<file path="src/hw/mie_defines.svh">
`ifndef MIE_DEFINES_SVH
`define MIE_DEFINES_SVH
// Register byte offsets
`define MIE_OFF_CMD    12'h000
`define MIE_OFF_ACC    12'h004
`define MIE_OFF_FLAGS  12'h008
`define MIE_OFF_PC     12'h00c
`define MIE_OFF_STACK  12'h010
`define MIE_OFF_STATUS 12'h014
`define MIE_OFF_MEM    12'h100
// Command register fields
`define MIE_CMD_OP_LSB 16
`define MIE_CMD_AD_LSB 8
// Flag register bit positions
`define MIE_FLG_ZERO  0
`define MIE_FLG_CARRY 1
`define MIE_FLG_HALF  2
`define MIE_FLG_OVF   3
`define MIE_FLG_SLEEP 4
`define MIE_FLG_WDOG  5
`define MIE_FLG_GIE   6
// Decimal adjust constants
`define MIE_BCD_LIMIT 5'h09
`define MIE_BCD_STEP  5'h06
// Sizes and reset values
`define MIE_MEM_WORDS 64
`define MIE_PC_W      10
`define MIE_ACC_RST   8'h00
`define MIE_FLG_RST   7'h00
`define MIE_PC_RST    10'h000
`endif

</file>
<file path="src/hw/mie_pkg.sv">
package mie_pkg;
    typedef enum logic [4:0] {
        MIE_OP_IDLE = 5'h00, MIE_OP_INV_ACC = 5'h01, MIE_OP_DADJ = 5'h02,
        MIE_OP_DEC_MEM = 5'h03, MIE_OP_DEC_ACC = 5'h04, MIE_OP_INC_MEM = 5'h05,
        MIE_OP_INC_ACC = 5'h06, MIE_OP_SLEEP = 5'h07, MIE_OP_BRANCH = 5'h08,
        MIE_OP_MOV_IMM = 5'h09, MIE_OP_MOV_M2A = 5'h0a, MIE_OP_MOV_A2M = 5'h0b,
        MIE_OP_OR_MEM = 5'h0c, MIE_OP_OR_IMM = 5'h0d, MIE_OP_OR_TOMEM = 5'h0e,
        MIE_OP_RET = 5'h0f, MIE_OP_RET_VAL = 5'h10, MIE_OP_RET_IRQ = 5'h11,
        MIE_OP_ROL_MEM = 5'h12, MIE_OP_ROL_ACC = 5'h13, MIE_OP_RLC_MEM = 5'h14,
        MIE_OP_RLC_ACC = 5'h15, MIE_OP_ROR_MEM = 5'h16
    } mie_op_e;
    // Gray-coded sequencer states
    typedef enum logic [1:0] {
        MIE_ST_IDLE = 2'b00, MIE_ST_EXEC = 2'b01, MIE_ST_WAIT = 2'b11, MIE_ST_SLEEP = 2'b10
    } mie_state_e;
    typedef struct packed {
        logic global_irq_enable;
        logic watchdog_expired_flag;
        logic sleep_entered_flag;
        logic twos_complement_range_flag;
        logic half_carry_flag;
        logic high_bit_out_flag;
        logic result_null_flag;
    } mie_flags_s;
    typedef struct packed {
        mie_op_e op;
        logic [7:0] addr;
        logic [7:0] imm;
    } mie_cmd_s;
endpackage

</file>
<file path="src/hw/mie_exec.sv">
// The address map and the APB interface to the registers were left to the implementer.
`timescale 1ns/1ps
`include "mie_defines.svh"
// Function
// - Invert: accumulator gets complement of memory byte, zero flag only.
// - Decimal adjust low nibble adds six when above nine or half carry.
// - High nibble always adds internal carry, then adds six when above nine or carry.
// - Decimal adjust writes memory, changes only the carry flag.
// - Decrement memory byte to memory or accumulator, zero flag only.
// - Increment memory byte to memory or accumulator, zero flag only.
// - Sleep stops execution, holds memory and accumulator values.
// - Sleep clears watchdog, sets sleep flag, clears expiry, advances counter.
// - Branch loads program counter from instruction, flags untouched.
// - Immediate move loads constant into accumulator, flags untouched.
// - Memory-to-accumulator move copies byte, flags untouched.
// - Accumulator-to-memory move writes byte, flags untouched.
// - Idle only advances the program counter.
// - OR with memory or constant, to accumulator or memory, zero flag.
// - Subroutine exit restores counter from stack in two cycles.
// - Return with value also loads accumulator with constant.
// - Interrupt exit restores counter and sets global interrupt enable.
// - Left rotate wraps bit seven to bit zero, no flags.
// - Rotate through carry: bit seven into carry, carry into bit zero.
// - Right rotate wraps bit zero to bit seven, writes memory.
module mie_exec (
    input wire logic pclk,
    input wire logic presetn,
    input wire logic psel,
    input wire logic penable,
    input wire logic pwrite,
    input wire logic [11:0] paddr,
    input wire logic [31:0] pwdata,
    output logic [31:0] prdata,
    output logic pready,
    output logic pslverr,
    input wire logic wake_req,
    output logic sys_clk_run,
    output logic wdog_clear
);
    logic [7:0] mem_ff [0:`MIE_MEM_WORDS-1];
    logic [7:0] acc_ff;
    mie_pkg::mie_flags_s flg_ff;
    logic [`MIE_PC_W-1:0] pc_ff;
    logic [`MIE_PC_W-1:0] stack_ff;
    mie_pkg::mie_cmd_s cmd_ff;
    mie_pkg::mie_state_e st_ff;
    logic [1:0] wake_sync_ff;
    logic wdog_clr_ff;
    logic wr;
    logic rd;
    logic mem_hit;
    logic [5:0] maddr;
    logic [7:0] mval;
    logic [7:0] res;
    logic res_to_mem;
    logic res_to_acc;
    logic zero_upd;
    logic [4:0] lo_sum;
    logic [4:0] hi_sum;
    logic adj_c;
    logic nxt_carry;
    logic busy;
    logic cmd_wr;
    logic nxt_wdog_clr;

    // Zero test shared by every op that updates the zero flag
    function automatic logic is_null(input logic [7:0] v);
        return v == 8'h00;
    endfunction

    // APB decode; slave answers in the access cycle, no wait states
    assign wr = psel & penable & pwrite;
    assign rd = psel & ~pwrite;
    assign cmd_wr = wr && paddr == `MIE_OFF_CMD;
    assign mem_hit = (paddr >= `MIE_OFF_MEM) && (paddr < `MIE_OFF_MEM + 12'h100);
    assign pready = 1'b1;
    // Sleep is not busy, so software can still inspect state with the clock off
    assign busy = st_ff != mie_pkg::MIE_ST_IDLE && st_ff != mie_pkg::MIE_ST_SLEEP;
    // Error for addresses above the status register outside the memory window, and command writes while executing
    assign pslverr = psel & penable & ((~mem_hit && paddr > `MIE_OFF_STATUS) ||
                     (pwrite && paddr == `MIE_OFF_CMD && busy));
    assign maddr = cmd_ff.addr[5:0];
    assign mval = mem_ff[maddr];
    // system clock gated off while asleep
    assign sys_clk_run = st_ff != mie_pkg::MIE_ST_SLEEP;
    assign wdog_clear = wdog_clr_ff;
    // watchdog and prescaler cleared as the sleep op executes
    assign nxt_wdog_clr = st_ff == mie_pkg::MIE_ST_EXEC && cmd_ff.op == mie_pkg::MIE_OP_SLEEP;

    // Decimal adjust nibble sums
    // Internal carry is the +6 carry out, not an inverted half carry
    always_comb begin
        adj_c = 1'b0;
        if ({1'b0, acc_ff[3:0]} > `MIE_BCD_LIMIT || flg_ff.half_carry_flag) begin
            lo_sum = {1'b0, acc_ff[3:0]} + `MIE_BCD_STEP;
            adj_c = lo_sum[4];
        end else begin
            lo_sum = {1'b0, acc_ff[3:0]};
        end
        hi_sum = {1'b0, acc_ff[7:4]} + {4'h0, adj_c};
        nxt_carry = flg_ff.high_bit_out_flag;
        if (hi_sum > `MIE_BCD_LIMIT || flg_ff.high_bit_out_flag) begin
            hi_sum = hi_sum + `MIE_BCD_STEP;
            nxt_carry = 1'b1;
        end
    end

    // Datapath result and destination select
    always_comb begin
        res = 8'h00;
        res_to_mem = 1'b0;
        res_to_acc = 1'b0;
        zero_upd = 1'b0;
        case (cmd_ff.op)
            mie_pkg::MIE_OP_INV_ACC: begin
                res = ~mval;
                res_to_acc = 1'b1;
                zero_upd = 1'b1;
            end
            mie_pkg::MIE_OP_DADJ: begin
                res = {hi_sum[3:0], lo_sum[3:0]};
                res_to_mem = 1'b1;
            end
            mie_pkg::MIE_OP_DEC_MEM, mie_pkg::MIE_OP_DEC_ACC: begin
                res = mval - 8'h01;
                res_to_mem = cmd_ff.op == mie_pkg::MIE_OP_DEC_MEM;
                res_to_acc = ~res_to_mem;
                zero_upd = 1'b1;
            end
            mie_pkg::MIE_OP_INC_MEM, mie_pkg::MIE_OP_INC_ACC: begin
                res = mval + 8'h01;
                res_to_mem = cmd_ff.op == mie_pkg::MIE_OP_INC_MEM;
                res_to_acc = ~res_to_mem;
                zero_upd = 1'b1;
            end
            mie_pkg::MIE_OP_MOV_IMM: begin
                res = cmd_ff.imm;
                res_to_acc = 1'b1;
            end
            mie_pkg::MIE_OP_RET_VAL: begin
                res = cmd_ff.imm;
                res_to_acc = 1'b1;
            end
            mie_pkg::MIE_OP_MOV_M2A: begin
                res = mval;
                res_to_acc = 1'b1;
            end
            mie_pkg::MIE_OP_MOV_A2M: begin
                res = acc_ff;
                res_to_mem = 1'b1;
            end
            mie_pkg::MIE_OP_OR_MEM, mie_pkg::MIE_OP_OR_TOMEM: begin
                res = acc_ff | mval;
                res_to_mem = cmd_ff.op == mie_pkg::MIE_OP_OR_TOMEM;
                res_to_acc = ~res_to_mem;
                zero_upd = 1'b1;
            end
            mie_pkg::MIE_OP_OR_IMM: begin
                res = acc_ff | cmd_ff.imm;
                res_to_acc = 1'b1;
                zero_upd = 1'b1;
            end
            mie_pkg::MIE_OP_ROL_MEM, mie_pkg::MIE_OP_ROL_ACC: begin
                res = {mval[6:0], mval[7]};
                res_to_mem = cmd_ff.op == mie_pkg::MIE_OP_ROL_MEM;
                res_to_acc = ~res_to_mem;
            end
            mie_pkg::MIE_OP_RLC_MEM, mie_pkg::MIE_OP_RLC_ACC: begin
                res = {mval[6:0], flg_ff.high_bit_out_flag};
                res_to_mem = cmd_ff.op == mie_pkg::MIE_OP_RLC_MEM;
                res_to_acc = ~res_to_mem;
            end
            mie_pkg::MIE_OP_ROR_MEM: begin
                res = {mval[0], mval[7:1]};
                res_to_mem = 1'b1;
            end
            // Unknown codes act as idle and write nothing
            default: begin
                res = 8'h00;
            end
        endcase
    end

    // Wake request is a pin, so synchronise it
    // Only the second flop is read; the first may still be settling
    always_ff @(posedge pclk or negedge presetn) begin
        if (!presetn) begin
            wake_sync_ff <= 2'b00;
        end else begin
            wake_sync_ff <= {wake_sync_ff[0], wake_req};
        end
    end

    // Sequencer; return takes a second cycle in WAIT
    always_ff @(posedge pclk or negedge presetn) begin
        if (!presetn) begin
            st_ff <= mie_pkg::MIE_ST_IDLE;
        end else begin
            case (st_ff)
                mie_pkg::MIE_ST_IDLE: begin
                    if (cmd_wr) begin
                        st_ff <= mie_pkg::MIE_ST_EXEC;
                    end
                end
                mie_pkg::MIE_ST_EXEC: begin
                    if (cmd_ff.op == mie_pkg::MIE_OP_RET || cmd_ff.op == mie_pkg::MIE_OP_RET_VAL
                        || cmd_ff.op == mie_pkg::MIE_OP_RET_IRQ) begin
                        st_ff <= mie_pkg::MIE_ST_WAIT;
                    end else if (cmd_ff.op == mie_pkg::MIE_OP_SLEEP) begin
                        st_ff <= mie_pkg::MIE_ST_SLEEP;
                    end else begin
                        st_ff <= mie_pkg::MIE_ST_IDLE;
                    end
                end
                mie_pkg::MIE_ST_WAIT: begin
                    st_ff <= mie_pkg::MIE_ST_IDLE;
                end
                mie_pkg::MIE_ST_SLEEP: begin
                    // clock stays off until the synchronised wake level
                    if (wake_sync_ff[1]) begin
                        st_ff <= mie_pkg::MIE_ST_IDLE;
                    end
                end
                default: begin
                    st_ff <= mie_pkg::MIE_ST_IDLE;
                end
            endcase
        end
    end

    // Command capture; ignored unless idle
    // Software polls status first; a command sent in any other state is lost
    always_ff @(posedge pclk or negedge presetn) begin
        if (!presetn) begin
            cmd_ff <= '0;
        end else if (cmd_wr && st_ff == mie_pkg::MIE_ST_IDLE) begin
            cmd_ff <= {mie_pkg::mie_op_e'(pwdata[`MIE_CMD_OP_LSB +: 5]),
                       pwdata[`MIE_CMD_AD_LSB +: 8], pwdata[7:0]};
        end
    end

    // Data memory; software port and execution write back
    // No reset: plain storage, undefined until written
    always_ff @(posedge pclk) begin
        if (st_ff == mie_pkg::MIE_ST_EXEC && res_to_mem) begin
            mem_ff[maddr] <= res;
        end else if (wr && mem_hit && !busy) begin
            mem_ff[paddr[7:2]] <= pwdata[7:0];
        end
    end

    // Accumulator
    // Execution write back beats a software write in the same cycle
    always_ff @(posedge pclk or negedge presetn) begin
        if (!presetn) begin
            acc_ff <= `MIE_ACC_RST;
        end else if (st_ff == mie_pkg::MIE_ST_EXEC && res_to_acc) begin
            acc_ff <= res;
        end else if (wr && paddr == `MIE_OFF_ACC && !busy) begin
            acc_ff <= pwdata[7:0];
        end
    end

    // Status flags
    always_ff @(posedge pclk or negedge presetn) begin
        if (!presetn) begin
            flg_ff <= `MIE_FLG_RST;
        end else if (st_ff == mie_pkg::MIE_ST_EXEC) begin
            if (zero_upd) begin
                flg_ff.result_null_flag <= is_null(res);
            end
            // carry set when the high nibble needed a fixup
            if (cmd_ff.op == mie_pkg::MIE_OP_DADJ) begin
                flg_ff.high_bit_out_flag <= nxt_carry;
            end
            if (cmd_ff.op == mie_pkg::MIE_OP_RLC_MEM || cmd_ff.op == mie_pkg::MIE_OP_RLC_ACC) begin
                flg_ff.high_bit_out_flag <= mval[7];
            end
            if (cmd_ff.op == mie_pkg::MIE_OP_SLEEP) begin
                flg_ff.sleep_entered_flag <= 1'b1;
                flg_ff.watchdog_expired_flag <= 1'b0;
            end
            if (cmd_ff.op == mie_pkg::MIE_OP_RET_IRQ) begin
                flg_ff.global_irq_enable <= 1'b1;
            end
        end else if (wr && paddr == `MIE_OFF_FLAGS && !busy) begin
            // Software write replaces all seven flags at once
            flg_ff <= pwdata[6:0];
        end
    end

    // Program counter and return stack
    always_ff @(posedge pclk or negedge presetn) begin
        if (!presetn) begin
            pc_ff <= `MIE_PC_RST;
            stack_ff <= `MIE_PC_RST;
        end else if (st_ff == mie_pkg::MIE_ST_EXEC) begin
            case (cmd_ff.op)
                mie_pkg::MIE_OP_BRANCH: begin
                    pc_ff <= {cmd_ff.addr[1:0], cmd_ff.imm};
                end
                mie_pkg::MIE_OP_RET, mie_pkg::MIE_OP_RET_VAL, mie_pkg::MIE_OP_RET_IRQ: begin
                    pc_ff <= stack_ff;
                end
                // advance by one
                // Sleep lands here too, so the counter steps past it
                default: begin
                    pc_ff <= pc_ff + 10'h001;
                end
            endcase
        end else if (wr && !busy && paddr == `MIE_OFF_PC) begin
            pc_ff <= pwdata[9:0];
        end else if (wr && !busy && paddr == `MIE_OFF_STACK) begin
            // One-level stack, loaded by software in place of a call
            stack_ff <= pwdata[9:0];
        end
    end

    // Watchdog clear pulse to the watchdog and prescaler
    always_ff @(posedge pclk or negedge presetn) begin
        if (!presetn) begin
            wdog_clr_ff <= 1'b0;
        end else begin
            // Registered so the watchdog sees a clean one-cycle pulse
            wdog_clr_ff <= nxt_wdog_clr;
        end
    end

    // Read mux; combinational so data is ready in the access cycle
    // Writes and unmapped reads show zero so nothing stale leaks out
    always_comb begin
        prdata = 32'h0000_0000;
        if (rd) begin
            if (mem_hit) begin
                prdata = {24'h00_0000, mem_ff[paddr[7:2]]};
            end else begin
                case (paddr)
                    `MIE_OFF_CMD: prdata = {11'h0, cmd_ff.op, cmd_ff.addr, cmd_ff.imm};
                    `MIE_OFF_ACC: prdata = {24'h00_0000, acc_ff};
                    `MIE_OFF_FLAGS: prdata = {25'h0, flg_ff};
                    `MIE_OFF_PC: prdata = {22'h0, pc_ff};
                    `MIE_OFF_STACK: prdata = {22'h0, stack_ff};
                    `MIE_OFF_STATUS: prdata = {30'h0, st_ff};
                    default: prdata = 32'h0000_0000;
                endcase
            end
        end
    end
endmodule

</file>
<file path="config.mk">
export PLATFORM = sky130hd
export DESIGN_NAME = mie_exec
export DESIGN_NICKNAME = d
export VERILOG_FILES = /design/src/hw/mie_pkg.sv /design/src/hw/mie_exec.sv
export VERILOG_INCLUDE_DIRS = /design/src /design/src/hw
export SDC_FILE = /design/constraint.sdc
export NUM_CORES = 1
export LEC_CHECK = 0
export ABC_AREA = 0
export CAP_MARGIN = 20
export CELL_PAD_IN_SITES_DETAIL_PLACEMENT = 1
export CELL_PAD_IN_SITES_GLOBAL_PLACEMENT = 1
export CORE_MARGIN = 8
export CORE_UTILIZATION = 50
export DETAILED_ROUTE_END_ITERATION = 16
export DONT_BUFFER_PORTS = 1
export GPL_TIMING_DRIVEN = 0
export MAX_ROUTING_LAYER = met4
export PLACE_DENSITY = 0.75
export REMOVE_ABC_BUFFERS = 1
export SLEW_MARGIN = 20
export SYNTH_ARGS = -nofsm -noshare
export SYNTH_HDL_FRONTEND = slang
export SYNTH_SLANG_ARGS = --single-unit
</file>
<file path="constraint.sdc">
create_clock -name pclk -period 9 [get_ports pclk]
set_input_delay 0.45 -clock pclk [delete_from_list [all_inputs] [get_ports pclk]]
set_output_delay 0.45 -clock pclk [all_outputs]
set_load 0.01 [all_outputs]
</file>
# After elaboration in Yosys (flattened, before gate mapping)
# Memory sizes are Yosys's and may differ from the RTL's.
# Index checks and enable logic that the tools add are counted.
[word_totals]
mem_count = 1
in_bits = 50
ff_bits = 61
ram_bits = 512
output_inout_bits = 36
wordCells = 170
[memory_table]
columns = ["name", "depth", "width", "rd", "rd_clocked_by_memory_dff", "write_ports", "line_no", "text"]
rows = [
  ["mem_ff", 64, 8, 2, 0, 1, "mie_exec.sv:40", "logic [7:0] mem_ff [0:`MIE_MEM_WORDS-1];"],
]
[classes]
n_mux = 37
n_reduce_logical = 51
eq_ne = 38
bitwise_logic = 16
n_lt_le_gt_ge = 5
add_sub_neg = 6
[ops]
columns = ["cell", "count"]
rows = [
  ["$pmux 21 s6", 1],
  ["$pmux 8 s12", 1],
  ["$mux 21", 2],
  ["$eq 5x4->1 const B", 8],
  ["$eq 5x5->1 const B", 7],
  ["$eq 12x4->1 const B", 2],
  ["$eq 12x5->1 const B", 2],
  ["$mux 8", 3],
  ["$eq 5x3->1 const B", 4],
  ["$mux 10", 2],
  ["$pmux 10 s2", 1],
  ["$logic_and 1x1->1", 19],
  ["$or 8x8->8", 2],
  ["$reduce_or 8->1", 2],
  ["$mux 1", 13],
  ["$eq 12x3->1 const B", 1],
  ["$ge 12x9->1 const B", 1],
  ["$gt 12x5->1 const B", 1],
  ["$logic_not 12->1", 1],
  ["$lt 12x10->1 const B", 1],
  ["$mux 2", 6],
  ["$pmux 1 s6", 2],
  ["$reduce_or 2->1", 6],
  ["$add 10x1->10 const B", 1],
  ["32 further kinds", 64],
]

# Longest topological paths before layout
[logic_depth]
depth_word = 11
mapped_depth = 22
ltp_nobuf = 17

# Worst setup path after synthesis
# Ideal clock, no wire load.
[synth_timing]
kind = "register -> register"
from = "register cmd_ff[8] (netlist bit)"
to = "memory mem_ff[0][6] (data pin)"
synth_period_minus_slack_ps = 5663
path_stages_with_launch = 19
required_ps = 8451
t_arrival_ps = 5114
slack_ps = 3337
n_path_buf = 3
path_cell_list = "dfrtp_1 > buf_6 > buf_6 > buf_6 > mux4_2 > o22ai_1 > or4_1 > a21oi_1 > inv_1 > fa_1 > nor2b_1 > o21ai_0 > nand2b_1 > a21o_1 > a21oi_1 > xnor2_1 > a211oi_2 > o211a_1 > a21oi_1"
[synth_via]
elab_chain_len = 4
word_cells_on_any_way = 7
[synth_rtl]
columns = ["item", "line_no", "text"]
rows = [
  ["start, declared", "mie_exec.sv:45", "mie_pkg::mie_cmd_s cmd_ff;"],
  ["start signal, assigned", "mie_exec.sv:237", "cmd_ff <= {mie_pkg::mie_op_e'(pwdata[`MIE_CMD_OP_LSB +: 5]),"],
  ["$mem_v2 64x8 *", "-", ""],
  ["$add 8x1->8, or another cell as far along", "mie_exec.sv:131", "res = mval + 8'h01;"],
  ["$pmux 8 s12 *", "mie_exec.sv:114", "case (cmd_ff.op)"],
  ["$mux 8 (no line) *", "-", ""],
  ["end, declared", "mie_exec.sv:40", ""],
]
# Every way passes the cells marked *; elsewhere a longest branch is shown, timed or not.

# Worst setup path in the final report
[layout_timing]
from = "register cmd_ff[11] (netlist bit)"
to = "memory mem_ff[40][5] (data pin)"
# The elaborated chain is that of the path after synthesis.

==> key figures <==
Outcome
  – Status: finished, final reports clean

Setup path
  – Worst path required time: 9240 ps
  – Crit path arrival time: 7530 ps
  – Critical Path Start Type: flip-flop
  – Slowest stage cell, crit path: clkinv_1
  – Slowest stage delay, CP: 1120 ps
  – Crit path cell chain: clkinv_1 > nand2_1 > a21oi_1 > nor4_2 > mux2_2 > ha_1 > a21oi_1 > o21ai_0 > o311a_1 > a221oi_1 > o21ai_0 > a311oi_1 > o221ai_1 > a211o_1 > mux2_4
  – Crit Path Class: reg -> reg
  – CP Capture Type: flip-flop
  – Max FO, Critical Path: 64

Placed design
  – DP HPWL: 60700 um
  – Gpl congestion: 0.930
  – Area after DPL: 0.0304 sq mm
  – Pre-CTS setup slack: 1410 ps
  – Port Buffers: 0

Routing
  – DR vias: 18802
  – Initial DRT Pass Iterations: 6
  – Drt wl/cell: 35.2 um
  – Vias per cell: 7.07
  – DRC violations left: 0
  – Post-Route WL: 93800 um
  – Drt initial violations: 2233
  – Antenna viol nets, final: 0

Final layout
  – Nets: 1908
  – Commonest non-fill, non-tap cell in the layout: edfxtp_1
  – Highest-count cells in the layout ignoring fill and taps: 512 x edfxtp_1, 237 x mux4_2, 142 x mux2i_1
  – Fin area: 0.0325 sq mm
  – Filler cells: 5236
  – Final Util: 56.3%
  – Layout cells sized above 1: 23.6%
  – P&R area growth vs syn: 11.1%

STA
  – RSZ-0062 raised after global routing: false
  – Worst slew pin tran: 1180 ps
  – Setup TNS: 0 ps
  – Slew margin rel.: 21.1%
  – Final Cycle Share: 81.0%
  – Final min period: 7290 ps
  – Final Hold Vio Count: 0
  – Min setup slack post-route: 1710 ps
  – Worst clock skew: 21.7 ps
  – Final setup violation count: 0
  – Fin. max-slew vios: 0
  – Fmax: 137 MHz

CTS
  – CTS tree: done
  – CTS H-Tree Depth: 2
  – Post_cts resized: 0
  – Clock Tree Root: clkbuf_16
  – Max Root-Sink Buffers: 3
  – Clk_lat worst skew: 630 ps
  – CTS Buf Count: 59
  – CTS sink cnt: 573
  – Clock slew at reported path FFs: 60 ps

Synthesis
  – Yosys warnings: 0
  – Sequential element share of the synthesized area: 57.7%
  – FF+latch count, synth: 573
  – Async SR Flop Fraction: 10.6%
  – Syn_area_per_cell: 15.7 sq um
  – Post-synth cell types: 77
  – Mapped Area: 0.0293 sq mm
  – Post-synth EDFFs: 512
  – Syn Inst Count: 1862
  – Most used flip-flop cell after synthesis: edfxtp_1

Floorplan
  – Height of the chip: 258 um
  – Core area: 0.0578 sq mm
  – Die W: 258 um
  – Initial core utilization: 50.7%
  – # IOs: 86
  – Row cnt: 88
  – Die area: 0.0666 sq mm

GRT
  – Largest net degree at the start of global routing: 155
  – GR Util All Layers: 28.7%
  – First-pass GRT wire length: 138000 um
  – Grt ovf: 0
  – Antenna violations before repair: 2
  – Vias in the first global route: 19754

Power and ir drop
  – Maximum VDD drop: 151 uV
  – Leakage power: 11.2 nW
  – Pwr dens: 167 mW/mm^2
  – Total power: 0.00542 W

Hold path
  – Worst min path class: in -> reg

Run
  – Max-cap violations: 0
-- worst paths after layout --
check                                          start                         to  slack [ps]  cells past startpoint
max                           cmd_ff[11]$_DFFE_PN0P_    mem_ff[40][5]$_DFFE_PP_        1710                     15
min                                       pwdata[12]     cmd_ff[12]$_DFFE_PN0P_          30                      2
max reg2reg                   cmd_ff[11]$_DFFE_PN0P_    mem_ff[40][5]$_DFFE_PP_        1710                     15
min reg2reg                wake_sync_ff[0]$_DFF_PN0_  wake_sync_ff[1]$_DFF_PN0_         390                      0
max in group asynchronous                    presetn     cmd_ff[10]$_DFFE_PN0P_        8310                      2
min in group asynchronous                    presetn    stack_ff[3]$_DFFE_PN0P_         410                      2
-- flip-flops by register name, indices dropped and copies added, names as in the netlist --
name	cells
stack_ff	10
flg_ff	7
st_ff	2
wake_sync_ff	2
cmd_ff	21
acc_ff	8
mem_ff	512
wdog_clear	1
pc_ff	10
-- worst max-delay path, delay by kind of cell, from the launching register on --
kind | cells | cell delay, ps
buffers and inverters | 1 | 1120
AND/OR/NAND/NOR | 2 | 1420
flip-flops | 1 | 850
multiplexers | 2 | 820
AO/OA/AOI/OAI | 9 | 2330
adder cells (fa/ha/maj) | 1 | 280
-- power breakdown --
part	leakage (nW)	total, W	switching [W]	internal (W)
sequential	5.38	0.00286	0.00000143	0.00286
clock	0.916	0.00240	0.00105	0.00135
combinational	4.90	0.000158	0.0000689	0.0000887
total	11.2	0.00542	0.00112	0.00431
-- Yosys cell counts (10+ instances only) --
| master | number | share of area (%) |
|---|---|---|
| a21oi_1 | 42 | 0.72 |
| a221oi_1 | 19 | 0.57 |
| a222oi_1 | 10 | 0.34 |
| a22oi_1 | 55 | 1.4 |
| a31oi_1 | 10 | 0.21 |
| and2_1 | 19 | 0.41 |
| buf_1 | 22 | 0.28 |
| buf_2 | 21 | 0.36 |
| buf_4 | 18 | 0.46 |
| buf_6 | 10 | 0.38 |
| clkbuf_1 | 67 | 0.86 |
| dfrtp_1 | 61 | 5.2 |
| edfxtp_1 | 512 | 52 |
| ha_1 | 12 | 0.51 |
| inv_1 | 14 | 0.18 |
| mux2_2 | 51 | 2.0 |
| mux2i_1 | 142 | 4.9 |
| mux4_2 | 237 | 18 |
| nand2_1 | 96 | 1.2 |
| nand2b_1 | 17 | 0.36 |
| nand3_1 | 47 | 0.80 |
| nor2_1 | 111 | 1.4 |
| nor2b_1 | 14 | 0.30 |
| nor3_1 | 17 | 0.29 |
| o21ai_0 | 63 | 1.1 |
| o22ai_1 | 14 | 0.30 |
| o31ai_1 | 10 | 0.26 |
-- through the flow --
stage	cells	hold slack, ps
after floorplan	1730	154
after global placement	2495	156
after detailed placement	2526	157
after CTS	2659	0.309
after global routing	2661	37.1
final	2661	28.9
-- logic make-up (layout without fill, tap and decap cells) --
| logic type | count (synthesis) | after routing | share of synthesized area, % |
|---|---|---|---|
| flops | 573 | 573 | 57.7 |
| other cells | 2 | 14 | 0.0256 |
| xor+xnor | 16 | 16 | 0.478 |
| fa+ha+maj | 13 | 13 | 0.581 |
| compound gates | 296 | 296 | 7.01 |
| buf+inv | 158 | 180 | 2.77 |
| mux | 437 | 437 | 25.5 |
| simple gates | 367 | 367 | 5.94 |
-- layout make-up --
cell class | count | area, sq um | share of cell area, %
multi-input combinational | 1141 | 11800 | 36.3
sequential | 573 | 16900 | 52.0
antenna | 2 | 5.00 | 0.0154
inverter | 16 | 60.1 | 0.185
clock buffer | 79 | 1630 | 5.02
timing repair buffer | 54 | 935 | 2.87
tap | 765 | 957 | 2.94
clock inverter | 31 | 243 | 0.746
-- metal layers --
metal  global-route usage [%]  wire, um  up-vias
li1                         -         -     7615
met1                     37.2     35700     9875
met2                     44.4     44600     1116
met3                     6.11      9490      196
met4                     11.2      3970        0
met5                        -         0        -
-- timing repair --
item,CTS,global route
setup buffers,0,0
endpoints found under the hold margin,97,0
setup endpoints to repair,0,0
hold buffers,23,0
Power figures use the tool's default switching activity.
